<file path="src/verilog/mpcp_codec_pkg.sv">
// shared constants and carriers for the head-end control frame codec
// assumes one clock, octet-wide streams, frames begin with the opcode on rx
package mpcp_codec_pkg;
  localparam logic [15:0] OPC_REPORT = 16'h0003;
  localparam logic [15:0] OPC_REG_REQ = 16'h0004;
  localparam logic [15:0] OPC_REGISTER = 16'h0005;
  localparam logic [7:0] REQ_FLAG_REGISTER = 8'h01;
  localparam logic [7:0] REQ_FLAG_DEREGISTER = 8'h03;
  localparam logic [7:0] REG_FLAG_REREGISTER = 8'h01;
  localparam logic [7:0] REG_FLAG_DEREGISTER = 8'h02;
  localparam logic [7:0] REG_FLAG_ACK = 8'h03;
  localparam logic [7:0] REG_FLAG_NACK = 8'h04;
  localparam int CAP_UP_1G = 0;
  localparam int CAP_UP_10G = 1;
  localparam int CAP_TRY_1G = 4;
  localparam int CAP_TRY_10G = 5;
  localparam int MAP_W = 8;
  localparam int QLEN_W = 16;
  localparam int POS_W = 6;
  localparam int DA_LEN = 6;
  localparam int OP_LEN = 2;
  localparam int TS_LEN = 4;
  localparam int PAYLOAD_LEN = 40;
  localparam int HDR_LEN = OP_LEN + TS_LEN;
  localparam int RX_LEN = HDR_LEN + PAYLOAD_LEN;
  localparam int TX_OP_POS = DA_LEN;
  localparam int TX_TS_POS = TX_OP_POS + OP_LEN;
  localparam int TX_PL_POS = TX_TS_POS + TS_LEN;
  localparam int TX_LEN = TX_PL_POS + PAYLOAD_LEN;
  localparam int REG_PL_LEN = 8;
  localparam int DA_GROUP_BIT = 40;
  localparam int REQ_FLAGS_OFS = 0;
  localparam int REQ_PEND_OFS = 1;
  localparam int REQ_DISC_OFS = 2;
  localparam int REQ_LON_OFS = 4;
  localparam int REQ_LOFF_OFS = 5;

  typedef struct packed {
    logic [47:0] da;
    logic [15:0] port;
    logic [7:0] flag;
    logic [15:0] sync_time;
    logic [7:0] pending;
    logic [7:0] laser_on;
    logic [7:0] laser_off;
  } reg_cmd_t;

  typedef struct packed {
    logic try_10g;
    logic try_1g;
    logic up_10g;
    logic up_1g;
  } cap_t;

  typedef struct packed {
    logic deregister;
    logic [7:0] pending;
    cap_t cap;
    logic [7:0] laser_on;
    logic [7:0] laser_off;
  } req_info_t;

  typedef struct packed {
    logic [7:0] set_idx;
    logic [2:0] queue;
    logic [QLEN_W-1:0] length;
  } rpt_entry_t;

  typedef struct packed {
    logic [7:0] data;
    logic last;
  } byte_beat_t;
endpackage

</file>
<file path="src/verilog/mpcp_skid_fifo.sv">
// small shift-register fifo with valid/ready on both sides
// assumes one clock and synchronous active-high reset
`timescale 1ns/10ps
`default_nettype none
module mpcp_skid_fifo #(
  parameter int WIDTH = 9,
  parameter int DEPTH = 2
) (
  input wire logic clk,
  input wire logic rst,
  input wire logic in_valid,
  input wire logic [WIDTH-1:0] in_data,
  output logic in_ready,
  output logic out_valid,
  output logic [WIDTH-1:0] out_data,
  input wire logic out_ready
);
  typedef struct packed {
    logic [DEPTH-1:0][WIDTH-1:0] mem;
    logic [DEPTH-1:0] v;
  } fifo_state_t;

  fifo_state_t cur;
  fifo_state_t next_cur;

  // ready looks only at flops, so no path from out_ready to in_ready
  assign in_ready = ~cur.v[DEPTH-1];
  assign out_valid = cur.v[0];
  assign out_data = cur.mem[0];

  always_comb begin
    logic placed;
    placed = 1'b0;
    next_cur = cur;
    if (cur.v[0] && out_ready) begin
      for (int i = 0; i < DEPTH - 1; i++) begin
        next_cur.mem[i] = cur.mem[i + 1];
        next_cur.v[i] = cur.v[i + 1];
      end
      next_cur.v[DEPTH-1] = 1'b0;
    end
    if (in_valid && !cur.v[DEPTH-1]) begin
      for (int i = 0; i < DEPTH; i++) begin
        if (!placed && !next_cur.v[i]) begin
          next_cur.mem[i] = in_data;
          next_cur.v[i] = 1'b1;
          placed = 1'b1;
        end
      end
    end
  end

  always_ff @(posedge clk) begin
    if (rst) begin
      cur <= '0;
    end else begin
      cur <= next_cur;
    end
  end
endmodule
`default_nettype wire

</file>
<file path="src/verilog/mpcp_head_codec.sv">
// head-end codec: parses bandwidth reports and registration requests,
// builds registration replies; assumes the mac strips addresses on rx
`timescale 1ns/10ps
`default_nettype none
// Operation
// - report timestamp lets the head end compute round-trip time on arrival.
// - report opcode 0x0003, from an active unit, unicast link id; broadcast reports lose rpt_done and the rpt_rtt update, queue entries still pass.
// - set count says how many bitmap-and-lengths groups follow.
// - 8-bit map, bit n set means queue n length present.
// - each queue length is 16-bit unsigned quanta, present only if mapped.
// - report pad is zero and ignored, 0 to 39 octets.
// - request opcode 0x0004, flag 1 registers, 0, 2, 4-255 ignored.
// - request flag 3 deregisters; unit freed, link id reusable.
// - request carries 8-bit pending grant depth; do not exceed it.
// - capability bits 0, 1 upstream speeds; bits 4, 5 attempts.
// - request carries one-octet laser on and off times in quanta.
// - registration reply goes to an individual address, never a group.
// - reply opcode 0x0005 with 16-bit assigned link id.
// - reply flag 1 reregister, 2 deregister, 3 ack, 4 nack.
// - every frame carries the 32-bit local time at transmission.
// - 40-octet payload region, unused octets zero on send, ignored on receive.
module mpcp_head_codec
  import mpcp_codec_pkg::*;
#(
  parameter int TQ_DIV = 1,
  parameter int BUF_DEPTH = 2
) (
  input wire logic clk,
  input wire logic rst,
  input wire logic cmd_go,
  input wire reg_cmd_t cmd,
  output logic cmd_busy,
  output logic cmd_refused,
  output logic tx_valid,
  output byte_beat_t tx_beat,
  input wire logic tx_ready,
  input wire logic rx_valid,
  input wire byte_beat_t rx_beat,
  input wire logic rx_bcast,
  output logic rpt_valid,
  output rpt_entry_t rpt,
  output logic rpt_done,
  output logic [7:0] rpt_set_count,
  output logic [31:0] rpt_rtt,
  output logic req_valid,
  output req_info_t req,
  output logic [31:0] local_time
);
  typedef enum logic [7:0] {
    RX_OP = 8'h01,
    RX_TS = 8'h02,
    RX_CNT = 8'h04,
    RX_MAP = 8'h08,
    RX_HI = 8'h10,
    RX_LO = 8'h20,
    RX_REQ = 8'h40,
    RX_SKIP = 8'h80
  } rx_state_t;

  typedef enum logic [1:0] {
    TX_IDLE = 2'h1,
    TX_RUN = 2'h2
  } tx_state_t;

  typedef struct packed {
    rx_state_t st;
    logic [POS_W-1:0] pos;
    logic [15:0] opc;
    logic [31:0] ts;
    logic [7:0] sets;
    logic [MAP_W-1:0] map;
    logic [7:0] hi;
    logic [7:0] rq_flag;
    rpt_entry_t rpt;
    logic rpt_valid;
    logic rpt_done;
    logic [7:0] rpt_set_count;
    logic [31:0] rpt_rtt;
    req_info_t req;
    logic req_valid;
    tx_state_t tst;
    logic [POS_W-1:0] tpos;
    reg_cmd_t cmd;
    logic [31:0] tts;
    logic busy;
    logic refused;
    logic [7:0] tq_cnt;
    logic [31:0] local_time;
  } codec_state_t;

  codec_state_t cur;
  codec_state_t next_cur;
  logic tick;
  logic tx_push_ready;
  byte_beat_t tx_in;
  logic tx_push;

  // lowest present queue is reported first
  function automatic logic [2:0] lowest_queue(input logic [MAP_W-1:0] map);
    logic [2:0] q;
    q = 3'h0;
    for (int i = MAP_W - 1; i >= 0; i--) begin
      if (map[i]) begin
        q = 3'(i);
      end
    end
    return q;
  endfunction

  // one octet of the outgoing reply by frame position
  function automatic logic [7:0] tx_octet(input reg_cmd_t c,
      input logic [POS_W-1:0] p, input logic [31:0] ts);
    logic [8*REG_PL_LEN-1:0] pl;
    int k;
    logic [7:0] o;
    pl = {c.port, c.flag, c.sync_time, c.pending, c.laser_on,
      c.laser_off};
    k = int'(p);
    o = 8'h00;
    if (k < TX_OP_POS) begin
      o = c.da[8*(DA_LEN-1-k) +: 8];
    end else if (k < TX_TS_POS) begin
      o = OPC_REGISTER[8*(TX_TS_POS-1-k) +: 8];
    end else if (k < TX_PL_POS) begin
      o = ts[8*(TX_PL_POS-1-k) +: 8];
    end else if (k < TX_PL_POS + REG_PL_LEN) begin
      o = pl[8*(TX_PL_POS+REG_PL_LEN-1-k) +: 8];
    end
    return o;
  endfunction

  assign tick = cur.tq_cnt == 8'(TQ_DIV - 1);
  assign tx_push = (cur.tst == TX_RUN) && tx_push_ready;
  assign tx_in.data = tx_octet(cur.cmd, cur.tpos,
    (cur.tpos == POS_W'(TX_TS_POS)) ? cur.local_time : cur.tts);
  assign tx_in.last = cur.tpos == POS_W'(TX_LEN - 1);

  always_comb begin
    logic [POS_W-1:0] k;
    logic set_end;
    logic [MAP_W-1:0] left;
    k = cur.pos - POS_W'(HDR_LEN);
    set_end = 1'b0;
    left = cur.map;
    next_cur = cur;
    next_cur.rpt_valid = 1'b0;
    next_cur.rpt_done = 1'b0;
    next_cur.req_valid = 1'b0;
    next_cur.refused = 1'b0;
    // time base for stamps and round-trip
    next_cur.tq_cnt = tick ? 8'h00 : cur.tq_cnt + 8'h01;
    if (tick) begin
      next_cur.local_time = cur.local_time + 32'h1;
    end
    if (rx_valid) begin
      if (cur.pos != {POS_W{1'b1}}) begin
        next_cur.pos = cur.pos + POS_W'(1);
      end
      unique case (cur.st)
        RX_OP: begin
          next_cur.opc = {cur.opc[7:0], rx_beat.data};
          if (cur.pos == POS_W'(OP_LEN - 1)) begin
            next_cur.st = RX_TS;
          end
        end
        RX_TS: begin
          next_cur.ts = {cur.ts[23:0], rx_beat.data};
          if (cur.pos == POS_W'(HDR_LEN - 1)) begin
            if (cur.opc == OPC_REPORT) begin
              next_cur.st = RX_CNT;
            end else if (cur.opc == OPC_REG_REQ) begin
              next_cur.st = RX_REQ;
            end else begin
              next_cur.st = RX_SKIP;
            end
          end
        end
        RX_CNT: begin
          next_cur.sets = rx_beat.data;
          next_cur.rpt_set_count = rx_beat.data;
          next_cur.st = (rx_beat.data == 8'h00) ? RX_SKIP : RX_MAP;
        end
        RX_MAP: begin
          next_cur.map = rx_beat.data;
          if (rx_beat.data == 8'h00) begin
            set_end = 1'b1;
          end else begin
            next_cur.st = RX_HI;
          end
        end
        RX_HI: begin
          next_cur.hi = rx_beat.data;
          next_cur.st = RX_LO;
        end
        RX_LO: begin
          next_cur.rpt.queue = lowest_queue(cur.map);
          next_cur.rpt.length = {cur.hi, rx_beat.data};
          // index from sets left, so a set's last entry keeps its own index
          next_cur.rpt.set_idx = cur.rpt_set_count - cur.sets;
          next_cur.rpt_valid = 1'b1;
          left[lowest_queue(cur.map)] = 1'b0;
          next_cur.map = left;
          if (left == '0) begin
            set_end = 1'b1;
          end else begin
            next_cur.st = RX_HI;
          end
        end
        RX_REQ: begin
          case (k)
            POS_W'(REQ_FLAGS_OFS): next_cur.rq_flag = rx_beat.data;
            POS_W'(REQ_PEND_OFS): next_cur.req.pending = rx_beat.data;
            POS_W'(REQ_DISC_OFS): next_cur.hi = rx_beat.data;
            POS_W'(REQ_DISC_OFS + 1): begin
              // reserved capability bits are dropped here
              next_cur.req.cap.up_1g = rx_beat.data[CAP_UP_1G];
              next_cur.req.cap.up_10g = rx_beat.data[CAP_UP_10G];
              next_cur.req.cap.try_1g = rx_beat.data[CAP_TRY_1G];
              next_cur.req.cap.try_10g = rx_beat.data[CAP_TRY_10G];
            end
            POS_W'(REQ_LON_OFS): next_cur.req.laser_on = rx_beat.data;
            POS_W'(REQ_LOFF_OFS): next_cur.req.laser_off = rx_beat.data;
            default: begin
            end
          endcase
        end
        RX_SKIP: begin
          // pad and trailing octets ignored
        end
      endcase
      if (set_end) begin
        next_cur.sets = cur.sets - 8'h01;
        next_cur.st = (cur.sets == 8'h01) ? RX_SKIP : RX_MAP;
      end
      if (rx_beat.last) begin
        next_cur.st = RX_OP;
        next_cur.pos = '0;
        // runt or overlong frames raise no rpt_done or req_valid; queue entries already parsed still pass
        if (cur.pos == POS_W'(RX_LEN - 1)) begin
          if (cur.opc == OPC_REPORT && !rx_bcast) begin
            next_cur.rpt_done = 1'b1;
            next_cur.rpt_rtt = cur.local_time - cur.ts;
          end
          if (cur.opc == OPC_REG_REQ && rx_bcast &&
              (cur.rq_flag == REQ_FLAG_REGISTER ||
               cur.rq_flag == REQ_FLAG_DEREGISTER)) begin
            next_cur.req_valid = 1'b1;
            next_cur.req.deregister =
              cur.rq_flag == REQ_FLAG_DEREGISTER;
          end
        end
      end
    end
    unique case (cur.tst)
      TX_IDLE: begin
        if (cmd_go) begin
          if (cmd.da[DA_GROUP_BIT]) begin
            next_cur.refused = 1'b1;
          end else begin
            next_cur.cmd = cmd;
            next_cur.busy = 1'b1;
            next_cur.tpos = '0;
            next_cur.tst = TX_RUN;
          end
        end
      end
      TX_RUN: begin
        // receiver back-pressure stalls the octet counter
        if (tx_push_ready) begin
          if (cur.tpos == POS_W'(TX_TS_POS)) begin
            next_cur.tts = cur.local_time;
          end
          if (cur.tpos == POS_W'(TX_LEN - 1)) begin
            next_cur.tst = TX_IDLE;
            next_cur.busy = 1'b0;
          end else begin
            next_cur.tpos = cur.tpos + POS_W'(1);
          end
        end
      end
    endcase
  end

  always_ff @(posedge clk) begin
    if (rst) begin
      cur <= '0;
      cur.st <= RX_OP;
      cur.tst <= TX_IDLE;
    end else begin
      cur <= next_cur;
    end
  end

  mpcp_skid_fifo #(
    .WIDTH($bits(byte_beat_t)),
    .DEPTH(BUF_DEPTH)
  ) tx_buf (
    .clk(clk),
    .rst(rst),
    .in_valid(cur.tst == TX_RUN),
    .in_data(tx_in),
    .in_ready(tx_push_ready),
    .out_valid(tx_valid),
    .out_data(tx_beat),
    .out_ready(tx_ready)
  );

  assign cmd_busy = cur.busy;
  assign cmd_refused = cur.refused;
  assign rpt_valid = cur.rpt_valid;
  assign rpt = cur.rpt;
  assign rpt_done = cur.rpt_done;
  assign rpt_set_count = cur.rpt_set_count;
  assign rpt_rtt = cur.rpt_rtt;
  assign req_valid = cur.req_valid;
  assign req = cur.req;
  assign local_time = cur.local_time;
endmodule
`default_nettype wire

</file>
<file path="config.mk">
export PLATFORM = sky130hd
export DESIGN_NAME = mpcp_head_codec
export DESIGN_NICKNAME = d
export VERILOG_FILES = /design/src/verilog/mpcp_codec_pkg.sv /design/src/verilog/mpcp_skid_fifo.sv /design/src/verilog/mpcp_head_codec.sv
export SDC_FILE = /design/constraint.sdc
export NUM_CORES = 1
export LEC_CHECK = 0
export BUFFER_PORTS_ARGS = -buffer_cell sky130_fd_sc_hd__buf_2
export CORE_MARGIN = 2
export CORE_UTILIZATION = 35
export DETAILED_ROUTE_END_ITERATION = 10
export GPL_TIMING_DRIVEN = 1
export PLACE_DENSITY_LB_ADDON = 0.05
export SYNTH_ARGS = -nofsm -noshare
export SYNTH_HDL_FRONTEND = slang
export SYNTH_SLANG_ARGS = --single-unit
</file>
<file path="constraint.sdc">
create_clock -name clk -period 4.9 [get_ports clk]
set_input_delay 0.98 -clock clk [delete_from_list [all_inputs] [get_ports clk]]
set_output_delay 0.98 -clock clk [all_outputs]
set_load 0.005 [all_outputs]
</file>
# Word-level counts from Yosys, hierarchy flattened
# Index checks and enable logic that the tools add are counted.
[classes] order_cmp=6 addsub=12 n_mux=59 reduce_logical=46 n_eq_ne=35 shifts=4 n_bitwise=9
[ops] cell="two-way mux 120 bit" n=2
[ops] cell="two-way mux 8 bit" n=17
[ops] cell="variable part select 64 x 10 -> 8 bit" n=1
[ops] cell="one-hot mux 8 bit (2 select lines)" n=3
[ops] cell="one-hot mux 8 bit (6 select lines)" n=1
[ops] cell="variable part select 48 x 10 -> 8 bit" n=1
[ops] cell="adder 32 x 1 -> 32 bit (second input constant)" n=1
[ops] cell="two-way mux 32 bit" n=1
[ops] cell="variable part select 32 x 10 -> 8 bit" n=1
[ops] cell="subtractor 32 bit" n=1
[ops] cell="two-way mux 3 bit" n=10
[ops] cell="== test 8 x 1 -> 1 bit (second input constant)" n=3
[ops] cell="zero test 8 bit" n=3
[ops] cell="two-way mux 11 bit" n=2
[ops] cell="AND reduction 3 bit" n=7
[ops] cell="== test 6 x 3 -> 1 bit (second input constant)" n=3
[ops] cell="AND reduction 2 bit" n=9
[ops] cell="== test 16 x 2 -> 1 bit (second input constant)" n=1
[ops] cell="== test 16 x 3 -> 1 bit (second input constant)" n=1
[ops] cell="== test 8 x 2 -> 1 bit (second input constant)" n=2
[ops] cell="!= test 4 bit (second input constant)" n=4
[ops] cell="AND reduction 4 bit" n=4
[ops] cell="variable part select 16 x 10 -> 8 bit (first input constant)" n=1
[ops] cell="two-way mux 1 bit" n=14
[ops] cell="46 further kinds" n=78
[totals] wordCells=212 out_inout_bits=143 reg_bits=406 input_bits=127

# Longest topological paths before layout
# Gate-level depths: netlist (run 1).
[logic_depth] word_depth=22 ltp_mapped=12 depth_no_buf=11

# Modules after synthesis
# A second synthesis (run 1) with hierarchy kept.
[hier_totals] cells_unflattened=2443 hier_area_um2=19966.6
[by_module_without_submodules] module="mpcp_head_codec" n_inst=1 cells_each=2330 area_per_inst_um2=19015.7
[by_module_without_submodules] module="mpcp_skid_fifo" n_inst=1 cells_each=113 area_per_inst_um2=950.9

# Worst setup path before layout (run 1)
# No wires, ideal clock.
[synth_timing] path_type="register to register" from="reg cur[188] (netlist name)" to="reg tx_buf.cur (netlist bit tx_buf.out_data[6])" stages_incl_launch_ff=12 arrival_ps=2808 n_path_buf=2 required_time_ps=4763 setup_slack_ps=1955 path_cell_list="dfxtp_1 > inv_1 > clkbuf_1 > ha_1 > nand3_1 > nor2_1 > buf_6 > mux2_1 > mux4_2 > a41o_1 > a22oi_1 > a211oi_1"
[synth_via] elab_chain_cells=8
[synth_lines] item="start: declaration" line="mpcp_head_codec.sv:91" rtl="codec_state_t cur;"
[synth_lines] item="start signal: assignment" line="mpcp_head_codec.sv:290" rtl="cur <= next_cur;"
[synth_lines] item="subtractor 5 x 6 -> 7 bit or == test 6 x 4 -> 1 bit (tied branches)" line="mpcp_head_codec.sv:127, mpcp_head_codec.sv:135"
[synth_lines] item="variable part select 64 x 10 -> 8 bit or two-way mux 32 bit (tied branches)"
[synth_lines] item="two-way mux 8 bit or variable part select 32 x 10 -> 8 bit (tied branches)" line="mpcp_head_codec.sv:126, mpcp_head_codec.sv:125"
[synth_lines] item="two-way mux 8 bit" line="mpcp_head_codec.sv:124" rtl="end else if (k < TX_PL_POS) begin"
[synth_lines] item="two-way mux 8 bit" line="mpcp_head_codec.sv:122" rtl="end else if (k < TX_TS_POS) begin"
[synth_lines] item="two-way mux 8 bit (*)" line="mpcp_head_codec.sv:120" rtl="if (k < TX_OP_POS) begin"
[synth_lines] item="two-way mux 9 bit (*)" line="mpcp_skid_fifo.sv:44" rtl="if (!placed && !next_cur.v[i]) begin"
[synth_lines] item="two-way mux 11 bit (*)" line="mpcp_skid_fifo.sv:42" rtl="if (in_valid && !cur.v[DEPTH-1]) begin"
[synth_lines] item="end signal: assignment" line="mpcp_skid_fifo.sv:57" rtl="cur <= next_cur;"
[synth_lines] item="end: declaration" line="mpcp_skid_fifo.sv:23" rtl="fifo_state_t cur;"
# Every way passes the cells marked *; elsewhere a longest branch is shown, timed or not.
# A chain may end at the register's enable or synchronous reset.

# Worst setup path in the final report (run 1)
# Ends and elaborated chain as after synthesis.

==> reports/summary.txt, run 1 <==
CTS sink cnt = 406
Layout cell share with drive strength beyond 1 = 0.167
Finish-stage setup viols = 0
Final Net Count = 2678
DR vias = 16579
Syn Nets = 2621
Vias in the first global route = 15994
Hold Path Origin = rpt_rtt[10]
Number of synthesized flops with an enable pin = 0
Crit path arrival time = 3730 ps
Slew HR = 0.247
Drt pass-1 iters = 5
Core Box Area = 0.0564 mm2
Final setup TNS = 0 ps
Aggregate global routing overflow = 0
Hold path endpoint = rpt_rtt[10]
Cts bufs inserted = 48
Reg-to-Reg End = tx_buf.out_data[6]
#FFs+latches synth = 406
CP top delay family = multiplexers
Slowest CP cell = inv_1
DRC Markers = 0
Initial antenna violation count = 1
RSZ-0062 raised after global routing = false
Placer Congestion = 0.890
Clk slew on worst S/H paths = 60 ps
HP Class = flop to flop
Hold Vio Cnt, Final = 0
Mapped Area = 0.0199 mm2
All-Layer GR Usage = 0.196
Ys flop type = dfxtp_1
# hold bufs at CTS = 0
Post-layout util = 0.396
Async set-reset flop share out of synthesis = 0
IO Count = 270
Clk_skew = 21.5 ps
Netlist cell types = 83
Post-DP Area = 0.0208 mm2
Antenna-violating nets left = 0
CP Capture Type = flop
Largest net degree at the start of global routing = 202
Fin area = 0.0223 mm2
Area delta synth->final = 12.0%
Synthesized area per cell = 8.18 um2
Final worst-path cycle share = 0.678
FF-to-FF Start = cur[188]
Max FO, Critical Path = 12
Max-Cap Viols = 0
Root buffer cell = clkbuf_16
Outcome = finished, final reports clean
Drt first-iter violations = 1094
Worst-Skew Late Latency = 590 ps
Synth Instances = 2437
Full die area = 0.0589 mm2
CP Class = flop to flop
Htree depth = 2
R2r setup slk = 1580 ps
PD cells = 329 mW/mm2
Worst vdd ir = 205 uV
Clock Path Buffers = 3
CTS tree = built
DP HPWL = 41200 um
DIE WIDTH = 243 um
Static Leakage = 0.00893 uW
DR WL/cell = 18.0 um
Drt total wl = 59000 um
Global-route wire length before repair = 92700 um
Tmin final = 3320 ps
FMAX = 0.301 GHz
Worst Setup Start Kind = flop
Max stage delay on crit path = 510 ps
Worst Hold Depth = 2
Critical Path, Cell by Cell = inv_1, ha_1, nand3_1, nor2_1, buf_4, mux2_2, mux4_2, a41o_1, a22oi_1, a211oi_1
Reg2reg path depth = 10
N_diodes = 0
Most frequent cells in the layout = nand2_1 (522), dfxtp_1 (404), a21oi_1 (301)
Count of pins over their slew limit = 0
Starting Density = 0.354
WP data required = 5310 ps
Post-CTS resize count = 0
Yosys warnings = 0
Port Buffer Count = 269
Commonest non-fill, non-tap cell in the layout = nand2_1
WP buf/inv = 2
Vias/cell = 5.05
Post-CTS setup buffers = 0
Worst Tran Pin Value = 1130 ps
Register area share after synthesis = 0.408
Die Span Y = 243 um
# rows = 87
Yosys cell counts (10+ instances only):
library cell	number	area, um2
nor2b_1	15	93.8
a31oi_1	11	68.8
nand2b_1	10	62.6
nand2_1	522	1960
and3_1	29	181
nor2_1	179	672
o22ai_1	13	81.3
nand3_1	68	340
mux4_2	32	721
ha_1	55	688
xnor2_1	21	184
or4_1	10	75.1
clkbuf_1	112	420
mux2i_1	82	821
dfxtp_1	406	8130
a21oi_1	301	1510
a211oi_1	24	180
a21o_1	12	90.1
o21ai_0	60	300
buf_4	139	1040
inv_1	70	263
nand4_1	17	106
a22oi_1	17	128
nor3_1	30	150
buf_2	16	80.1
xor2_1	41	359
through the flow:
stage | cells | total power [uW] | hold slack, ps | setup slack [ps]
after global routing | 3284 | 7670 | 466 | 1400
final | 3284 | 7360 | 447 | 1580
after global placement | 3200 | 3920 | 437 | 1530
after detailed placement | 3200 | 3930 | 442 | 1540
after CTS | 3284 | 7470 | 448 | 1540
after floorplan | 2437 | 3760 | 431 | 1950
registers in the layout (all words and copies together), names as in the netlist:
name and count:
rpt_done 1, cmd_refused 1, req_valid 1, req 29, rpt_rtt 32, cur 253
local_time 32, rpt_set_count 8, tx_buf.out_valid 1, rpt_valid 1, rpt 27, tx_buf.out_data 9
tx_buf.cur 10, cmd_busy 1
metal layers:
layer,vias up,GRT usage,routed length [um]
met3,87,0.0405,2840
li1,8337,-,-
met4,2,0.0547,1430
met1,7832,0.270,28200
met5,-,0,13
met2,321,0.309,26500
tightest hold or removal path, delay by kind of cell, from the launching register on:
kind | cells | cell delay, ps
AOI/OAI and AO/OA | 1 | 50
DFF | 1 | 300
and+or+nand+nor | 1 | 50
cell families after synthesis:
family	share of synthesized area
simple gates	0.206
compound gates	0.148
flops	0.408
buf+inv	0.0947
mux	0.0784
xor+xnor	0.0272
fa+ha+maj	0.0376
report_power, final:
part / switching [uW] / internal (uW)
clock network: 1430 / 2070
registers: 37.3 / 3360
logic: 288 / 168
total: 1760 / 5600
worst max path at each step:
stage | from | endpoint | cells after the start
4_1_cts | cur[188] | tx_buf.out_data[6] | 10
3_5_place_dp | rx_beat[0] | rpt_rtt[30] | 6
2_1_floorplan | cur[188] | tx_buf.out_data[6] | 11
6_report | cur[188] | tx_buf.out_data[6] | 10
5_1_grt | cur[188] | tx_buf.out_data[6] | 10
3_3_place_gp | cur[188] | tx_buf.out_data[6] | 10
area by class of cell:
cell class | instances | area (um2)
multi-input combinational | 1682 | 9960
sequential | 406 | 8130
clock inverter | 14 | 141
tap | 756 | 946
inverter | 70 | 263
timing repair buffer | 286 | 1500
fill | 5949 | 34100
clock buffer | 70 | 1390
Note: power is estimated with default switching activity, not from simulation.
==> inputs of run 2 (changes only) <==
==> constraint.sdc (replaced) <==
create_clock -name clk -period 3.4 [get_ports clk]
set_input_delay 0.68 -clock clk [delete_from_list [all_inputs] [get_ports clk]]
set_output_delay 0.68 -clock clk [all_outputs]
set_load 0.005 [all_outputs]
==> reports/summary.txt, run 2 (synthesis results as in run 1) <==
Slowest CP cell = o21ai_0 (was inv_1)
Final worst-path cycle share = 0.889 (was 0.678)
Aggregate global routing overflow = 0 (unchanged)
Most flops, register = cur (unchanged)
Count of pins over their slew limit = 0 (unchanged)
# rows = 87 (unchanged)
Hold Vio Cnt, Final = 0 (unchanged)
CP Capture Type = flop (unchanged)
Clk_skew = 13.1 ps (was 21.5 ps)
DIE WIDTH = 243 um (unchanged)
Commonest non-fill, non-tap cell in the layout = nand2_1 (unchanged)
DP HPWL = 42200 um (was 41200 um)
# hold bufs at CTS = 0 (unchanged)
Root buffer cell = clkbuf_16 (unchanged)
Max stage delay on crit path = 470 ps (was 510 ps)
Largest net degree at the start of global routing = 162 (was 202)
Combinational share of power = 0.064 (was 0.062)
Final Net Count = 2712 (was 2678)
DR WL/cell = 18.0 um (about the same)
Sw frac = 0.237 (was 0.239)
Vias/cell = 5.02 (was 5.05)
Core Box Area = 0.0564 mm2 (unchanged)
Drt total wl = 59700 um (was 59000 um)
CTS tree = built (unchanged)
Most frequent cells in the layout = nand2_1 (522), dfxtp_1 (404), a21oi_1 (301) (unchanged)
Max FO, Critical Path = 6 (was 12)
Worst-Skew Late Latency = 590 ps (about the same)
Max reg flops = 253 (unchanged)
Starting Density = 0.354 (unchanged)
Static Leakage = 0.00911 uW (was 0.00893 uW)
Die Span Y = 243 um (unchanged)
Post-CTS resize count = 0 (unchanged)
Sw Pwr = 2510 uW (was 1760 uW)
Full die area = 0.0589 mm2 (unchanged)
Drt first-iter violations = 959 (was 1094)
HP Class = input pin to flop (was flop to flop)
RSZ-0062 raised after global routing = false (unchanged)
Tot Pwr = 10600 uW (was 7360 uW)
Outcome = finished, final reports clean (unchanged)
Worst hold slack = 326 ps (was 447 ps)
Antenna-violating nets left = 0 (unchanged)
FMAX = 0.331 GHz (was 0.301 GHz)
P_int = 8060 uW (was 5600 uW)
All-Layer GR Usage = 0.196 (about the same)
Reg-to-Reg End = rpt_rtt[31] (was tx_buf.out_data[6])
Drt pass-1 iters = 8 (was 5)
Finish-stage setup viols = 0 (unchanged)
Worst vdd ir = 311 uV (was 205 uV)
Clock Path Buffers = 3 (unchanged)
Cts bufs inserted = 46 (was 48)
Area delta synth->final = 13.4% (was 12.0%)
End of the critical path = rpt_rtt[31] (was tx_buf.out_data[6])
Reg2reg path depth = 10 (unchanged)
Worst Tran Pin Value = 893 ps (was 1130 ps)
Max-Cap Viols = 0 (unchanged)
Clock Power Share = 0.473 (was 0.476)
Global-route wire length before repair = 92500 um (was 92700 um)
Vias in the first global route = 15972 (was 15994)
CP Class = flop to flop (unchanged)
Crit path arrival time = 3500 ps (was 3730 ps)
Port Buffer Count = 269 (unchanged)
Critical Path, Cell by Cell = inv_1, ha_1, nor2b_1, o2111ai_1, a211oi_1, o21ai_1, o21ai_0, nand4_1, and3_1, a211o_1 (was inv_1, ha_1, nand3_1, nor2_1, buf_4, mux2_2, mux4_2, a41o_1, a22oi_1, a211oi_1)
Slew HR = 0.404 (was 0.247)
PD cells = 467 mW/mm2 (was 329 mW/mm2)
IO Count = 270 (unchanged)
Clk slew on worst S/H paths = 60 ps (about the same)
Initial antenna violation count = 2 (was 1)
Tmin final = 3020 ps (was 3320 ps)
Reg power frac = 0.463 (was 0.462)
DRC Markers = 0 (unchanged)
Final setup TNS = 0 ps (unchanged)
FF-to-FF Start = local_time[0] (was cur[188])
CP Launch Point = local_time[0] (was cur[188])
Htree depth = 2 (unchanged)
Worst Setup Start Kind = flop (unchanged)
Layout cell share with drive strength beyond 1 = 0.177 (was 0.167)
Post-CTS setup buffers = 0 (unchanged)
WP data required = 3880 ps (was 5310 ps)
Placer Congestion = 0.870 (was 0.890)
CTS sink cnt = 406 (unchanged)
R2r setup slk = 380 ps (was 1580 ps)
DR vias = 16653 (was 16579)
## run 2: cell types whose count changed in the layout (fill, tap and decap cells not counted), sizes merged
cell and delta:
clkbuf +1, clkinvlp -1, clkinv -5, buf +36
diode +1
## run 2: routing by layer
layer	GRT usage	wire length, um
met1	0.273	28600
met2	0.312	27200
met3	0.0419	2970
met4	0.0408	921
met5	0	11
## run 2: how the worst min path moves through the flow
stage / endpoint / cells after the start / slack [ps] / startpoint
2_1_floorplan: rpt[10] / 2 / 430 / cur[303]
3_3_place_gp: rpt_rtt[4] / 2 / 440 / rpt_rtt[4]
3_5_place_dp: rpt_rtt[14] / 2 / 440 / rpt_rtt[14]
4_1_cts: cur[173] / 3 / 280 / cmd[99]
5_1_grt: cur[173] / 3 / 300 / cmd[99]
6_report: cur[173] / 3 / 330 / cmd[99]
## run 2: critical path, delay by kind of cell, from the launching register on
kind,cells,cell delay (ps)
AO/OA/AOI/OAI,5,1660
AND/OR/NAND/NOR,3,520
flip-flops,1,430
adder cells (fa/ha/maj),1,230
buffers and inverters,1,70
## run 2: power groups by stage
stage	Combinational, uW	Sequential, uW	Clock [uW]
floorplan	433	4980	0
global placement	679	4990	0
detailed placement	681	5000	0
CTS	683	4890	5170
global route	748	4900	5360
finish	676	4890	5000
## run 2: layout make-up
type | instances | area (um2)
flip-flops and latches | 406 | 8130
clock inverters | 8 | 109
clock buffers | 71 | 1400
inverters | 70 | 263
multi-input cells | 1682 | 9960
diodes | 1 | 2.50
fillers | 5914 | 33800
well taps | 756 | 946
repair buffers | 322 | 1820
## run 2: metrics by stage
stage	area, um2	cells	utilization	setup slack (ps)
after floorplan	19900	2437	-	455
after global routing	22600	3315	0.401	213
final	22600	3316	0.401	377
after CTS	22600	3315	0.401	442
after global placement	21100	3236	0.375	481
after detailed placement	21100	3236	0.375	448
==> inputs of run 3 (changes only) <==
--- a/config.mk
+++ b/config.mk
@@ -9,8 +9,9 @@
 export CORE_MARGIN = 2
 export CORE_UTILIZATION = 35
 export DETAILED_ROUTE_END_ITERATION = 10
-export GPL_TIMING_DRIVEN = 1
+export GPL_TIMING_DRIVEN = 0
 export PLACE_DENSITY_LB_ADDON = 0.05
+export SETUP_SLACK_MARGIN = 0.02
 export SYNTH_ARGS = -nofsm -noshare
 export SYNTH_HDL_FRONTEND = slang
 export SYNTH_SLANG_ARGS = --single-unit
==> reports/summary.txt, run 3 (synthesis results as in run 1) <==
Clock Path Buffers = 3 (unchanged)
Setup ws final = 149 ps (was 377 ps)
Largest net degree at the start of global routing = 14 (was 162)
IO Count = 270 (unchanged)
Outcome = finished, final reports clean (unchanged)
Post-DP Area = 0.0222 mm2 (was 0.0211 mm2)
Aggregate global routing overflow = 0 (unchanged)
Worst hold slack = 319 ps (was 326 ps)
Worst Setup Start Kind = flop (unchanged)
Setup WS pre-CTS = -335 ps (was 448 ps)
CP Capture Type = flop (unchanged)
Area delta synth->final = 19.5% (was 13.4%)
Static Leakage = 0.00984 uW (was 0.00911 uW)
Worst Hold Depth = 3 (unchanged)
PD cells = 457 mW/mm2 (was 467 mW/mm2)
Clk_skew = 17.1 ps (was 13.1 ps)
Tmin final = 3250 ps (was 3020 ps)
Worst Tran Pin Value = 1060 ps (was 893 ps)
Final worst-path cycle share = 0.956 (was 0.889)
Max reg flops = 253 (unchanged)
Worst-Skew Late Latency = 600 ps (was 590 ps)
Placer Congestion = 0.892 (was 0.870)
Crit path arrival time = 3680 ps (was 3500 ps)
Commonest non-fill, non-tap cell in the layout = nand2_1 (unchanged)
DIE WIDTH = 243 um (unchanged)
Drt pass-1 iters = 6 (was 8)
Most frequent cells in the layout = nand2_1 (522), dfxtp_1 (406), a21oi_1 (301) (was nand2_1 (522), dfxtp_1 (404), a21oi_1 (301))
# hold bufs at CTS = 0 (unchanged)
All-Layer GR Usage = 0.225 (was 0.196)
Port Buffer Count = 269 (unchanged)
Finish-stage setup viols = 0 (unchanged)
Reg2reg path depth = 12 (was 10)
Global-route wire length before repair = 104000 um (was 92500 um)
Drt total wl = 68100 um (was 59700 um)
DP HPWL = 50800 um (was 42200 um)
Final Net Count = 2938 (was 2712)
DR WL/cell = 19.2 um (was 18.0 um)
Max-Cap Viols = 0 (unchanged)
Post-layout util = 0.423 (was 0.401)
Count of pins over their slew limit = 0 (unchanged)
Layout cell share with drive strength beyond 1 = 0.201 (was 0.177)
Starting Density = 0.354 (unchanged)
Die Span Y = 243 um (unchanged)
Clk slew on worst S/H paths = 60 ps (about the same)
FF-to-FF Start = cur[187] (was local_time[0])
Worst vdd ir = 379 uV (was 311 uV)
DR vias = 17932 (was 16653)
Vias/cell = 5.06 (was 5.02)
Hold Vio Cnt, Final = 0 (unchanged)
DRC Markers = 0 (unchanged)
RSZ-0062 raised after global routing = true (was false)
Slew HR = 0.296 (was 0.404)
Antenna-violating nets left = 0 (unchanged)
Hold Path Origin = cmd[50] (was cmd[99])
Htree depth = 2 (unchanged)
Vias in the first global route = 17468 (was 15972)
HP Class = input pin to flop (unchanged)
Most flops, register = cur (unchanged)
Root buffer cell = clkbuf_16 (unchanged)
CP Class = flop to flop (unchanged)
Cts bufs inserted = 47 (was 46)
CTS sink cnt = 406 (unchanged)
Drt first-iter violations = 1049 (was 959)
Hold path endpoint = cur[124] (was cur[173])
FMAX = 0.308 GHz (was 0.331 GHz)
Reg-to-Reg End = tx_buf.out_data[5] (was rpt_rtt[31])
Full die area = 0.0589 mm2 (unchanged)
CTS tree = built (unchanged)
Post-CTS setup buffers = 0 (unchanged)
Max FO, Critical Path = 10 (was 6)
Core Box Area = 0.0564 mm2 (unchanged)
Initial antenna violation count = 4 (was 2)
WP data required = 3830 ps (was 3880 ps)
Fin area = 0.0238 mm2 (was 0.0226 mm2)
R2r setup slk = 150 ps (was 380 ps)
# rows = 87 (unchanged)
-- run 3: where the power goes --
| group | total, uW | switching [uW] | internal [uW] |
|---|---|---|---|
| sequential | 4900 | 56.0 | 4840 |
| combinational | 742 | 480 | 262 |
| clock | 5270 | 2130 | 3140 |
| total | 10900 | 2660 | 8240 |
-- run 3: layer usage --
metal	global-route usage	share of wire
met1	0.307	0.47
met2	0.371	0.46
met3	0.0370	0.047
met4	0.0572	0.021
met5	0	0.00041
-- run 3: repair_timing --
item                                    in CTS  in global routing
pin swaps                                    0                  0
hold endpoints to repair                     0                  0
resized for setup                            5                  5
endpoints found under the setup margin      14                 13
-- run 3: final cells by class --
type / instances / area (um2)
antenna: 1 / 2.50
sequential: 406 / 8130
timing repair buffer: 269 / 1350
tap: 756 / 946
clock inverter: 14 / 229
multi-input combinational: 1682 / 9950
inverter: 70 / 267
fill: 5914 / 32500
clock buffer: 66 / 1350
buffer: 278 / 1630
-- run 3: worst max-delay path by stage --
stage	startpoint	to	slack [ps]	depth (start not counted)
2_1_floorplan	cur[188]	tx_buf.out_data[6]	450	11
3_3_place_gp	cur[187]	tx_buf.out_data[6]	-310	12
3_5_place_dp	cur[187]	tx_buf.out_data[6]	-340	12
4_1_cts	cur[187]	tx_buf.out_data[6]	20	12
5_1_grt	cur[187]	tx_buf.out_data[6]	10	12
6_report	cur[187]	tx_buf.out_data[5]	150	12
-- run 3: through the flow --
step	setup TNS (ps)	cells	power, uW
after detailed placement	-1400	3462	5740
after CTS	0	3541	11000
after floorplan	0	2437	5410
after global placement	-1530	3462	5730
final	0	3542	10900
after global routing	0	3541	11300
-- run 3: worst max-delay path, cell delays in order (launching register included) --
cell,delay (ps)
dfxtp_1,350
buf_4,220
inv_2,110
clkbuf_4,210
ha_1,160
nand3_1,130
nor2_2,180
buf_6,190
mux4_2,500
a21oi_1,340
o22ai_1,160
a22oi_1,380
a211oi_1,140
